### config.mk
export PLATFORM = sky130hd
export DESIGN_NAME = pwmart_core
export DESIGN_NICKNAME = d
export VERILOG_FILES = /design/src/pkg/pwmart_pkg.sv /design/src/rtl/pwmart_core.sv /design/src/rtl/pwmart_prescaler.sv /design/src/rtl/pwmart_pwm_chan.sv
export SDC_FILE = /design/constraint.sdc
export NUM_CORES = 1
export LEC_CHECK = 0
export ABC_CLOCK_PERIOD_IN_PS = 4700
export CORE_MARGIN = 2
export CORE_UTILIZATION = 55
export CTS_BUF_LIST = sky130_fd_sc_hd__clkbuf_8
export DETAILED_ROUTE_END_ITERATION = 7
export DONT_BUFFER_PORTS = 1
export PLACE_DENSITY_LB_ADDON = 0.1
export SYNTH_ARGS = -nofsm -noshare
export SYNTH_HDL_FRONTEND = slang
export SYNTH_SLANG_ARGS = --single-unit
### constraint.sdc
create_clock -name REF_CLK -period 4.7 [get_ports REF_CLK]
set_input_delay 0.94 -clock REF_CLK [delete_from_list [all_inputs] [get_ports REF_CLK]]
set_output_delay 0.94 -clock REF_CLK [all_outputs]
set_load 0.01 [all_outputs]
### src/pkg/pwmart_pkg.sv
// constants, register map and types of the pwm auto-reload timer
package pwmart_pkg;
  localparam int CNT_W = 8;
  localparam int PRE_W = 7;
  localparam int SEL_W = 3;
  localparam int NCH = 4;
  localparam int ADDR_W = 5;
  localparam int DATA_W = 32;
  localparam int BE_W = 4;

  // byte offsets on the register bus
  localparam logic [ADDR_W-1:0] OFS_CTRL = 5'h00;
  localparam logic [ADDR_W-1:0] OFS_CAR = 5'h04;
  localparam logic [ADDR_W-1:0] OFS_ARR = 5'h08;
  localparam logic [ADDR_W-1:0] OFS_DUTY0 = 5'h0C;
  localparam logic [ADDR_W-1:0] OFS_STEP = 5'h04;

  // timer_control_status fields
  localparam int CTRL_EN_BIT = 0;
  localparam int CTRL_FRL_BIT = 1;
  localparam int CTRL_SEL_LSB = 2;
  localparam int CTRL_EXT_BIT = 5;
  localparam int CTRL_OVF_BIT = 7;

  // reset values and the counter maximum
  localparam logic [CNT_W-1:0] CNT_RST = 8'h00;
  localparam logic [CNT_W-1:0] ARR_RST = 8'h00;
  localparam logic [CNT_W-1:0] DUTY_RST = 8'h00;
  localparam logic [SEL_W-1:0] SEL_RST = 3'h0;
  localparam logic [PRE_W-1:0] PRE_RST = 7'h00;
  localparam logic [CNT_W-1:0] CNT_MAX = 8'hFF;
  localparam logic PWM_START = 1'b1;

  typedef enum logic [1:0] {
    PWMART_BUS_IDLE = 2'b01,
    PWMART_BUS_ACK = 2'b10
  } pwmart_bus_t;
endpackage : pwmart_pkg

### src/rtl/pwmart_core.sv
// pwm auto-reload timer core with avalon-mm register slave
//
// Contract
// RULE_01: an 8-bit counter advances by one on every prescaled clock tick.
// RULE_02: software reads and overwrites the running count through counter_access_reg.
// RULE_03: on overflow the counter loads auto_reload_value while the prescaler runs on.
// RULE_04: a 7-bit prescaler divides the input clock by two to the prescale_select power.
// RULE_05: the input clock is the cpu clock or the external input, per ext_clock_select.
// RULE_06: with count_enable_bit clear counter and prescaler freeze, else they count.
// RULE_07: reset clears counter and prescaler and selects the cpu clock.
// RULE_08: force_reload plus count_enable_bit or a counter write sets count and clears prescaler.
// RULE_09: the prescaler has no software read or write path.
// RULE_10: four comparisons run between the counter and per-channel compare values.
// RULE_11: each hidden compare_shadow is copied from its duty_cycle_reg at every overflow.
// RULE_12: each output leaves its start level at compare match and returns at overflow.
`timescale 1ns/100ps
module pwmart_core #(
  parameter int CNT_W = pwmart_pkg::CNT_W,
  parameter int PRE_W = pwmart_pkg::PRE_W,
  parameter int NCH = pwmart_pkg::NCH
) (
  input wire logic REF_CLK,
  input wire logic RST_N,
  input wire logic [pwmart_pkg::ADDR_W-1:0] AVS_ADDRESS,
  input wire logic AVS_READ,
  input wire logic AVS_WRITE,
  input wire logic [pwmart_pkg::DATA_W-1:0] AVS_WRITEDATA,
  input wire logic [pwmart_pkg::BE_W-1:0] AVS_BYTEENABLE,
  output logic [pwmart_pkg::DATA_W-1:0] AVS_READDATA,
  output logic AVS_WAITREQUEST,
  input wire logic EXT_CLK,
  output logic [NCH-1:0] PWM_OUT
);
  localparam int SEL_W = pwmart_pkg::SEL_W;

  pwmart_pkg::pwmart_bus_t bus_q;
  logic [pwmart_pkg::DATA_W-1:0] rdata_q;
  logic [pwmart_pkg::DATA_W-1:0] rdata_d;
  logic req;
  logic wr_acc;
  logic lane0;
  logic ctrl_wr;
  logic car_wr;
  logic arr_wr;
  logic frl_go;
  logic pre_clr;
  logic [NCH-1:0] duty_wr;

  logic count_enable_bit_q;
  logic ext_clock_select_q;
  logic [SEL_W-1:0] prescale_select_q;
  logic ovf_flag_q;
  logic [CNT_W-1:0] auto_reload_value_q;
  logic [CNT_W-1:0] cnt_q;
  logic [CNT_W-1:0] duty_cycle_reg_q [NCH];
  logic [CNT_W-1:0] compare_shadow [NCH];

  logic ext_s1_q;
  logic ext_s2_q;
  logic ext_s3_q;
  logic ext_rise;
  logic in_tick;
  logic pre_tick;
  logic [PRE_W-1:0] pre_cnt;
  logic ovf;

  // bus handshake: one wait cycle, then the access completes
  assign req = AVS_READ | AVS_WRITE;
  assign AVS_WAITREQUEST = req & (bus_q != pwmart_pkg::PWMART_BUS_ACK);
  assign wr_acc = AVS_WRITE & (bus_q == pwmart_pkg::PWMART_BUS_ACK);
  assign lane0 = wr_acc & AVS_BYTEENABLE[0];
  assign ctrl_wr = lane0 & (AVS_ADDRESS == pwmart_pkg::OFS_CTRL);
  assign car_wr = lane0 & (AVS_ADDRESS == pwmart_pkg::OFS_CAR);
  assign arr_wr = lane0 & (AVS_ADDRESS == pwmart_pkg::OFS_ARR);
  assign frl_go = ctrl_wr & AVS_WRITEDATA[pwmart_pkg::CTRL_FRL_BIT]
                  & AVS_WRITEDATA[pwmart_pkg::CTRL_EN_BIT];
  assign pre_clr = car_wr | frl_go; // [RULE_08]

  always_ff @(posedge REF_CLK or negedge RST_N) begin
    if (!RST_N) begin
      bus_q <= pwmart_pkg::PWMART_BUS_IDLE;
    end else begin
      case (bus_q)
        pwmart_pkg::PWMART_BUS_IDLE: begin
          if (req) begin
            bus_q <= pwmart_pkg::PWMART_BUS_ACK;
          end
        end
        pwmart_pkg::PWMART_BUS_ACK: begin
          bus_q <= pwmart_pkg::PWMART_BUS_IDLE;
        end
        default: begin
          bus_q <= pwmart_pkg::PWMART_BUS_IDLE;
        end
      endcase
    end
  end

  // read mux; the prescaler has no address, unmapped reads give zero
  always_comb begin
    rdata_d = '0;
    if (AVS_ADDRESS == pwmart_pkg::OFS_CTRL) begin
      rdata_d[pwmart_pkg::CTRL_EN_BIT] = count_enable_bit_q;
      rdata_d[pwmart_pkg::CTRL_SEL_LSB +: SEL_W] = prescale_select_q;
      rdata_d[pwmart_pkg::CTRL_EXT_BIT] = ext_clock_select_q;
      rdata_d[pwmart_pkg::CTRL_OVF_BIT] = ovf_flag_q;
    end else if (AVS_ADDRESS == pwmart_pkg::OFS_CAR) begin
      rdata_d[CNT_W-1:0] = cnt_q; // [RULE_02]
    end else if (AVS_ADDRESS == pwmart_pkg::OFS_ARR) begin
      rdata_d[CNT_W-1:0] = auto_reload_value_q;
    end
    for (int i = 0; i < NCH; i++) begin
      if (AVS_ADDRESS == pwmart_pkg::ADDR_W'(pwmart_pkg::OFS_DUTY0
          + pwmart_pkg::OFS_STEP * i)) begin
        rdata_d[CNT_W-1:0] = duty_cycle_reg_q[i];
      end
    end
  end // [RULE_09]

  always_ff @(posedge REF_CLK or negedge RST_N) begin
    if (!RST_N) begin
      rdata_q <= '0;
    end else if (AVS_READ & (bus_q == pwmart_pkg::PWMART_BUS_IDLE)) begin
      rdata_q <= rdata_d;
    end
  end
  assign AVS_READDATA = rdata_q;

  // control bits
  always_ff @(posedge REF_CLK or negedge RST_N) begin
    if (!RST_N) begin
      count_enable_bit_q <= 1'b0;
      ext_clock_select_q <= 1'b0; // [RULE_07]
      prescale_select_q <= pwmart_pkg::SEL_RST;
    end else if (ctrl_wr) begin
      count_enable_bit_q <= AVS_WRITEDATA[pwmart_pkg::CTRL_EN_BIT];
      ext_clock_select_q <= AVS_WRITEDATA[pwmart_pkg::CTRL_EXT_BIT];
      prescale_select_q <= AVS_WRITEDATA[pwmart_pkg::CTRL_SEL_LSB +: SEL_W];
    end
  end

  // sticky overflow flag, write one to clear, a new overflow wins
  always_ff @(posedge REF_CLK or negedge RST_N) begin
    if (!RST_N) begin
      ovf_flag_q <= 1'b0;
    end else if (ovf) begin
      ovf_flag_q <= 1'b1;
    end else if (ctrl_wr & AVS_WRITEDATA[pwmart_pkg::CTRL_OVF_BIT]) begin
      ovf_flag_q <= 1'b0;
    end
  end

  always_ff @(posedge REF_CLK or negedge RST_N) begin
    if (!RST_N) begin
      auto_reload_value_q <= pwmart_pkg::ARR_RST;
    end else if (arr_wr) begin
      auto_reload_value_q <= AVS_WRITEDATA[CNT_W-1:0];
    end
  end

  genvar g;
  generate
    for (g = 0; g < NCH; g++) begin : g_chan
      assign duty_wr[g] = lane0 & (AVS_ADDRESS == pwmart_pkg::ADDR_W'(
                          pwmart_pkg::OFS_DUTY0 + pwmart_pkg::OFS_STEP * g));
      always_ff @(posedge REF_CLK or negedge RST_N) begin
        if (!RST_N) begin
          duty_cycle_reg_q[g] <= pwmart_pkg::DUTY_RST;
        end else if (duty_wr[g]) begin
          duty_cycle_reg_q[g] <= AVS_WRITEDATA[CNT_W-1:0];
        end
      end
      pwmart_pwm_chan #(
        .CNT_W(CNT_W)
      ) u_chan (
        .clk(REF_CLK),
        .rst_n(RST_N),
        .ovf(ovf),
        .duty(duty_cycle_reg_q[g]),
        .cnt(cnt_q),
        .cmp(compare_shadow[g]),
        .pwm(PWM_OUT[g])
      ); // [RULE_10]
    end
  endgenerate

  // external clock pin: two-stage synchroniser, then edge detect
  always_ff @(posedge REF_CLK or negedge RST_N) begin
    if (!RST_N) begin
      ext_s1_q <= 1'b0;
      ext_s2_q <= 1'b0;
      ext_s3_q <= 1'b0;
    end else begin
      ext_s1_q <= EXT_CLK;
      ext_s2_q <= ext_s1_q;
      ext_s3_q <= ext_s2_q;
    end
  end
  assign ext_rise = ext_s2_q & ~ext_s3_q;
  assign in_tick = ext_clock_select_q ? ext_rise : 1'b1; // [RULE_05]

  pwmart_prescaler #(
    .PRE_W(PRE_W),
    .SEL_W(SEL_W)
  ) u_pre (
    .clk(REF_CLK),
    .rst_n(RST_N),
    .in_tick(in_tick),
    .run(count_enable_bit_q),
    .clr(pre_clr),
    .sel(prescale_select_q),
    .tick(pre_tick),
    .count(pre_cnt)
  ); // [RULE_04] [RULE_06]

  assign ovf = pre_tick & (cnt_q == pwmart_pkg::CNT_MAX) & ~pre_clr;

  // counter: bus write, forced reload, overflow reload, increment
  always_ff @(posedge REF_CLK or negedge RST_N) begin
    if (!RST_N) begin
      cnt_q <= pwmart_pkg::CNT_RST; // [RULE_07]
    end else if (car_wr) begin
      cnt_q <= AVS_WRITEDATA[CNT_W-1:0]; // [RULE_02] [RULE_08]
    end else if (frl_go) begin
      cnt_q <= auto_reload_value_q; // [RULE_08]
    end else if (ovf) begin
      cnt_q <= auto_reload_value_q; // [RULE_03]
    end else if (pre_tick) begin
      cnt_q <= cnt_q + {{(CNT_W-1){1'b0}}, 1'b1}; // [RULE_01]
    end
  end
endmodule : pwmart_core

### src/rtl/pwmart_prescaler.sv
// power-of-two prescaler with eight selectable taps
`timescale 1ns/100ps
module pwmart_prescaler #(
  parameter int PRE_W = pwmart_pkg::PRE_W,
  parameter int SEL_W = pwmart_pkg::SEL_W
) (
  input wire logic clk,
  input wire logic rst_n,
  input wire logic in_tick,
  input wire logic run,
  input wire logic clr,
  input wire logic [SEL_W-1:0] sel,
  output logic tick,
  output logic [PRE_W-1:0] count
);
  logic [PRE_W:0] tap_w;
  logic [PRE_W-1:0] mask;

  // mask has sel low ones, so tick fires every 2**sel input ticks
  assign tap_w = {{PRE_W{1'b0}}, 1'b1} << sel;
  assign mask = tap_w[PRE_W-1:0] - {{(PRE_W-1){1'b0}}, 1'b1};
  assign tick = run & in_tick & ((count & mask) == mask); // [RULE_04]

  always_ff @(posedge clk or negedge rst_n) begin
    if (!rst_n) begin
      count <= pwmart_pkg::PRE_RST; // [RULE_07]
    end else if (clr) begin
      count <= pwmart_pkg::PRE_RST; // [RULE_08]
    end else if (run & in_tick) begin
      count <= count + {{(PRE_W-1){1'b0}}, 1'b1}; // [RULE_06]
    end
  end
endmodule : pwmart_prescaler

### src/rtl/pwmart_pwm_chan.sv
// one pwm channel: shadow compare value and output level
`timescale 1ns/100ps
module pwmart_pwm_chan #(
  parameter int CNT_W = pwmart_pkg::CNT_W
) (
  input wire logic clk,
  input wire logic rst_n,
  input wire logic ovf,
  input wire logic [CNT_W-1:0] duty,
  input wire logic [CNT_W-1:0] cnt,
  output logic [CNT_W-1:0] cmp,
  output logic pwm
);
  // shadow copy taken only at overflow
  always_ff @(posedge clk or negedge rst_n) begin
    if (!rst_n) begin
      cmp <= pwmart_pkg::DUTY_RST;
    end else if (ovf) begin
      cmp <= duty; // [RULE_11]
    end
  end

  always_ff @(posedge clk or negedge rst_n) begin
    if (!rst_n) begin
      pwm <= pwmart_pkg::PWM_START;
    end else if (ovf) begin
      pwm <= pwmart_pkg::PWM_START; // [RULE_12]
    end else if (cnt == cmp) begin
      pwm <= ~pwmart_pkg::PWM_START; // [RULE_10] [RULE_12]
    end
  end
endmodule : pwmart_pwm_chan

==> out/qor.yml <==
run_status: "finished clean"
clock.fmax_ghz: 0.337
synth-main-ff-cell: "dfrtp_1"
grt_setup_unrepaired: "false"
worst-r2r-setup-slack_ns: 1.73
end_kind: "register"
fin_crit_ns: 2.97
setup_tns_ns: 0
ratio_of_cells_with_drive_above_1_in_the_final_layout: 0.186
die_x_um: 105
antenna_left: 0
max_rail_drop_vdd_v: 0.000161
critPathMaxStageDelay_ns: 0.79
clock_latency_ns: 0.38
timing.max_slew.rel_slack: 0.325
post-cts-setup-buffers: 0
synth_cells: 465
synth_cell_type_count: 56
fin_nets: 499
drtPass1Iterations: 5
area_delta_synth_final_pct: 2.77
ys_ff_latch: 110
critical-path-slowest-cell: "nor2_4"
std_cell_rows: 36
synth_enable_flop_cells: 0
routed_wirelength_um: 11800
family_of_cells_with_the_greatest_summed_delay_on_the_critical_path: "simple AND/OR/NAND/NOR gates"
clk_buf_depth: 2
tritoncts: "yes"
clock-root-buffer: "clkbuf_8"
grt_start_max_net_pins: 111
netlist.top_cell.by_area: "dfrtp_1"
fp.dieH_um: 105
timing.max_cap.violations: 0
worstSetupPathType: "reg -> reg"
path_depth: 6
crit_path_cell_trace: "ha_1, nand3_1, nor2_2, nand2_4, nor2_4, mux2_1"
floorplan.initialDensity: 0.567
power_leakage_nw: 2.65
layout.cells.non_filler: 589
numCtsBuffers: 9
grt_antenna_before_repair: 0
numClockSinks: 110
cts.hold.buffers_added: 0
finalClockSkew_ns: 0.0226
ys_top_cells_by_area: "dfrtp_1 47%, mux2_2 8.9%, mux2_1 6.5%, xnor2_1 5.5%, buf_4 4.0%"
ys_async_sr_fraction: 1.00
crit_path_max_fanout: 32
worstReg2RegStart: "cnt_q[0]$_DFFE_PN0P_"
detail_route.iter0.violations: 240
timing.hold.worst.class: "in -> async"
count_of_buffers_from_port_buffering: 0
ioPinCount: 83
wire_per_inst_um: 20.0
power-per-cell-area_nw_per_um2: 412
final_gp_congestion: 0.837
finalHoldViolCount: 0
via_count: 3438
place_hpwl_um: 7990
grt_first_pass_wirelength_um: 18900
synth.yosys.seq_area_share: 0.496
worst_slew_pin_slew_ns: 1.01
core_footprint_um2: 9820
final-setup-viol-count: 0
critical_path.startpoint: "cnt_q[0]$_DFFE_PN0P_"
cts.clk_slew.worst_paths_ns: 0.10
reg2reg_depth: 6
synth_area_per_cell_um2: 12.0
critPathArrivalTime_ns: 3.22
total_placed_cells_including_tap_cells: 573
h-tree-depth: 3
drt_drc_violations_left: 0
endpoint: "g_chan[0].u_chan.cmp[4]$_DFFE_PN0P_"
crit_reg_reg_endpoint: "g_chan[0].u_chan.cmp[4]$_DFFE_PN0P_"
synth.top_cell.area_share: 0.472
layout_worst_path_cycle_share: 0.631
design.die.area_um2: 10900
cp.required_ns: 4.95
yosys_warnings: 0
timing.critical_path.buf_inv: 0
overflow: 0
detail_route.vias_per_cell: 5.84
n_antenna_cell: 0
post_cts.resized_instances: 0
global_routing_usage_summed_across_all_routing_layers: 0.228
synth.cell_area_um2: 5570
grt_pass1_vias: 3314
final_max_slew_viol_count: 0
startpoint_type: "register"
==> final cells by class <==
type / instances / area, um2
fill: 840 / 4100
multi-input combinational: 326 / 2550
clock inverter: 6 / 90.1
tap: 133 / 166
clock buffer: 10 / 138
inverter: 4 / 15.0
sequential: 110 / 2760
==> sequential cells by signal, summed over array words and instances (netlist names) <==
signal	count
ext_clock_select_q	1
prescale_select_q	3
ovf_flag_q	1
cnt_q	8
AVS_READDATA	8
ext_s3_q	1
g_chan.u_chan.pwm	4
g_chan.u_chan.cmp	32
count_enable_bit_q	1
ext_s2_q	1
ext_s1_q	1
auto_reload_value_q	8
bus_q	2
duty_cycle_reg_q	32
u_pre.count	7
==> routing by layer <==
| metal | track usage | vias up | part of all wire |
|---|---|---|---|
| li1 | - | 1589 | - |
| met1 | 0.324 | 1729 | 0.46 |
| met2 | 0.352 | 102 | 0.47 |
| met3 | 0.0618 | 18 | 0.051 |
| met4 | 0.0533 | 0 | 0.014 |
| met5 | 0 | - | 0 |
==> through the flow <==
step | area (um2) | total power, mW | util | hold slack (ns) | worst slack (ns)
global route | 5720 | 2.47 | 0.582 | 0.219 | 1.55
floorplan | 5650 | 1.64 | - | 0.331 | 2.31
detailed placement | 5490 | 1.72 | 0.559 | 0.336 | 1.45
finish | 5720 | 2.36 | 0.582 | 0.249 | 1.73
global placement | 5490 | 1.70 | 0.559 | 0.333 | 1.53
CTS | 5720 | 2.36 | 0.582 | 0.231 | 1.71
==> report_power, final <==
| group | leakage, nW | internal, mW | switching (mW) | total, mW |
|---|---|---|---|---|
| Clock | 0.119 | 0.319 | 0.336 | 0.655 |
| Combinational | 1.07 | 0.219 | 0.192 | 0.411 |
| Sequential | 1.46 | 1.07 | 0.218 | 1.29 |
==> worst min-delay path by stage <==
stage	from	to	depth (start not counted)
6_report	RST_N	auto_reload_value_q[2]$_DFFE_PN0P_	0
5_1_grt	RST_N	cnt_q[4]$_DFFE_PN0P_	0
4_1_cts	RST_N	bus_q[1]$_DFFE_PN0P_	0
3_5_place_dp	ext_s1_q$_DFF_PN0_	ext_s2_q$_DFF_PN0_	0
3_3_place_gp	ext_s1_q$_DFF_PN0_	ext_s2_q$_DFF_PN0_	0
2_1_floorplan	ext_s1_q$_DFF_PN0_	ext_s2_q$_DFF_PN0_	0
==> worst register-to-register path, stage by stage (launching register included) <==
cell and delay (ns):
dfrtp_1 0.66, ha_1 0.28, nand3_1 0.18, nor2_2 0.38, nand2_4 0.15, nor2_4 0.79, mux2_1 0.41
==> kinds of logic (layout without fill, tap and decap cells) <==
kind of cell               after synthesis  in the layout  synth area share
buffers and inverters                   52             20            0.0614
DFF                                    110            110             0.496
and+or+nand+nor                         98             98            0.0962
AOI/OAI and AO/OA                       75             75            0.0917
other                                    1             24          0.000674
muxes                                   86             86             0.185
adders and majority gates                2              2           0.00450
xor gates and xnor gates                41             41            0.0645
==> Yosys cell counts, drive strengths merged, types with 3 or more instances <==
cell,number
dfrtp,105
mux2,76
buf,42
xnor2,35
nor2,30
nand2,28
o21ai,22
a21oi,15
nand4,14
a21o,7
a222oi,6
clkbuf,6
mux4,6
nand2b,6
xor2,6
dfstp,5
nor3,5
a21boi,4
a22oi,4
inv,4
mux2i,4
nand3,4
a211oi,3
or2,3
==> placed cells by master, fill, tap and decap left out, types with 4 or more instances in the layout <==
cell type	count
conb_1	24
nor2_1	25
nand3_1	4
dfrtp_1	105
a222oi_1	6
a21oi_1	15
mux4_2	6
a21o_1	7
xor2_1	6
inv_1	5
a22oi_1	4
mux2_1	32
clkbuf_8	10
mux2i_1	4
nor2_2	4
o21ai_0	19
xnor2_1	35
nand2_1	26
nand2b_1	6
mux2_2	44
nand4_1	14
dfstp_2	5
(Power assumes the default switching activity.)
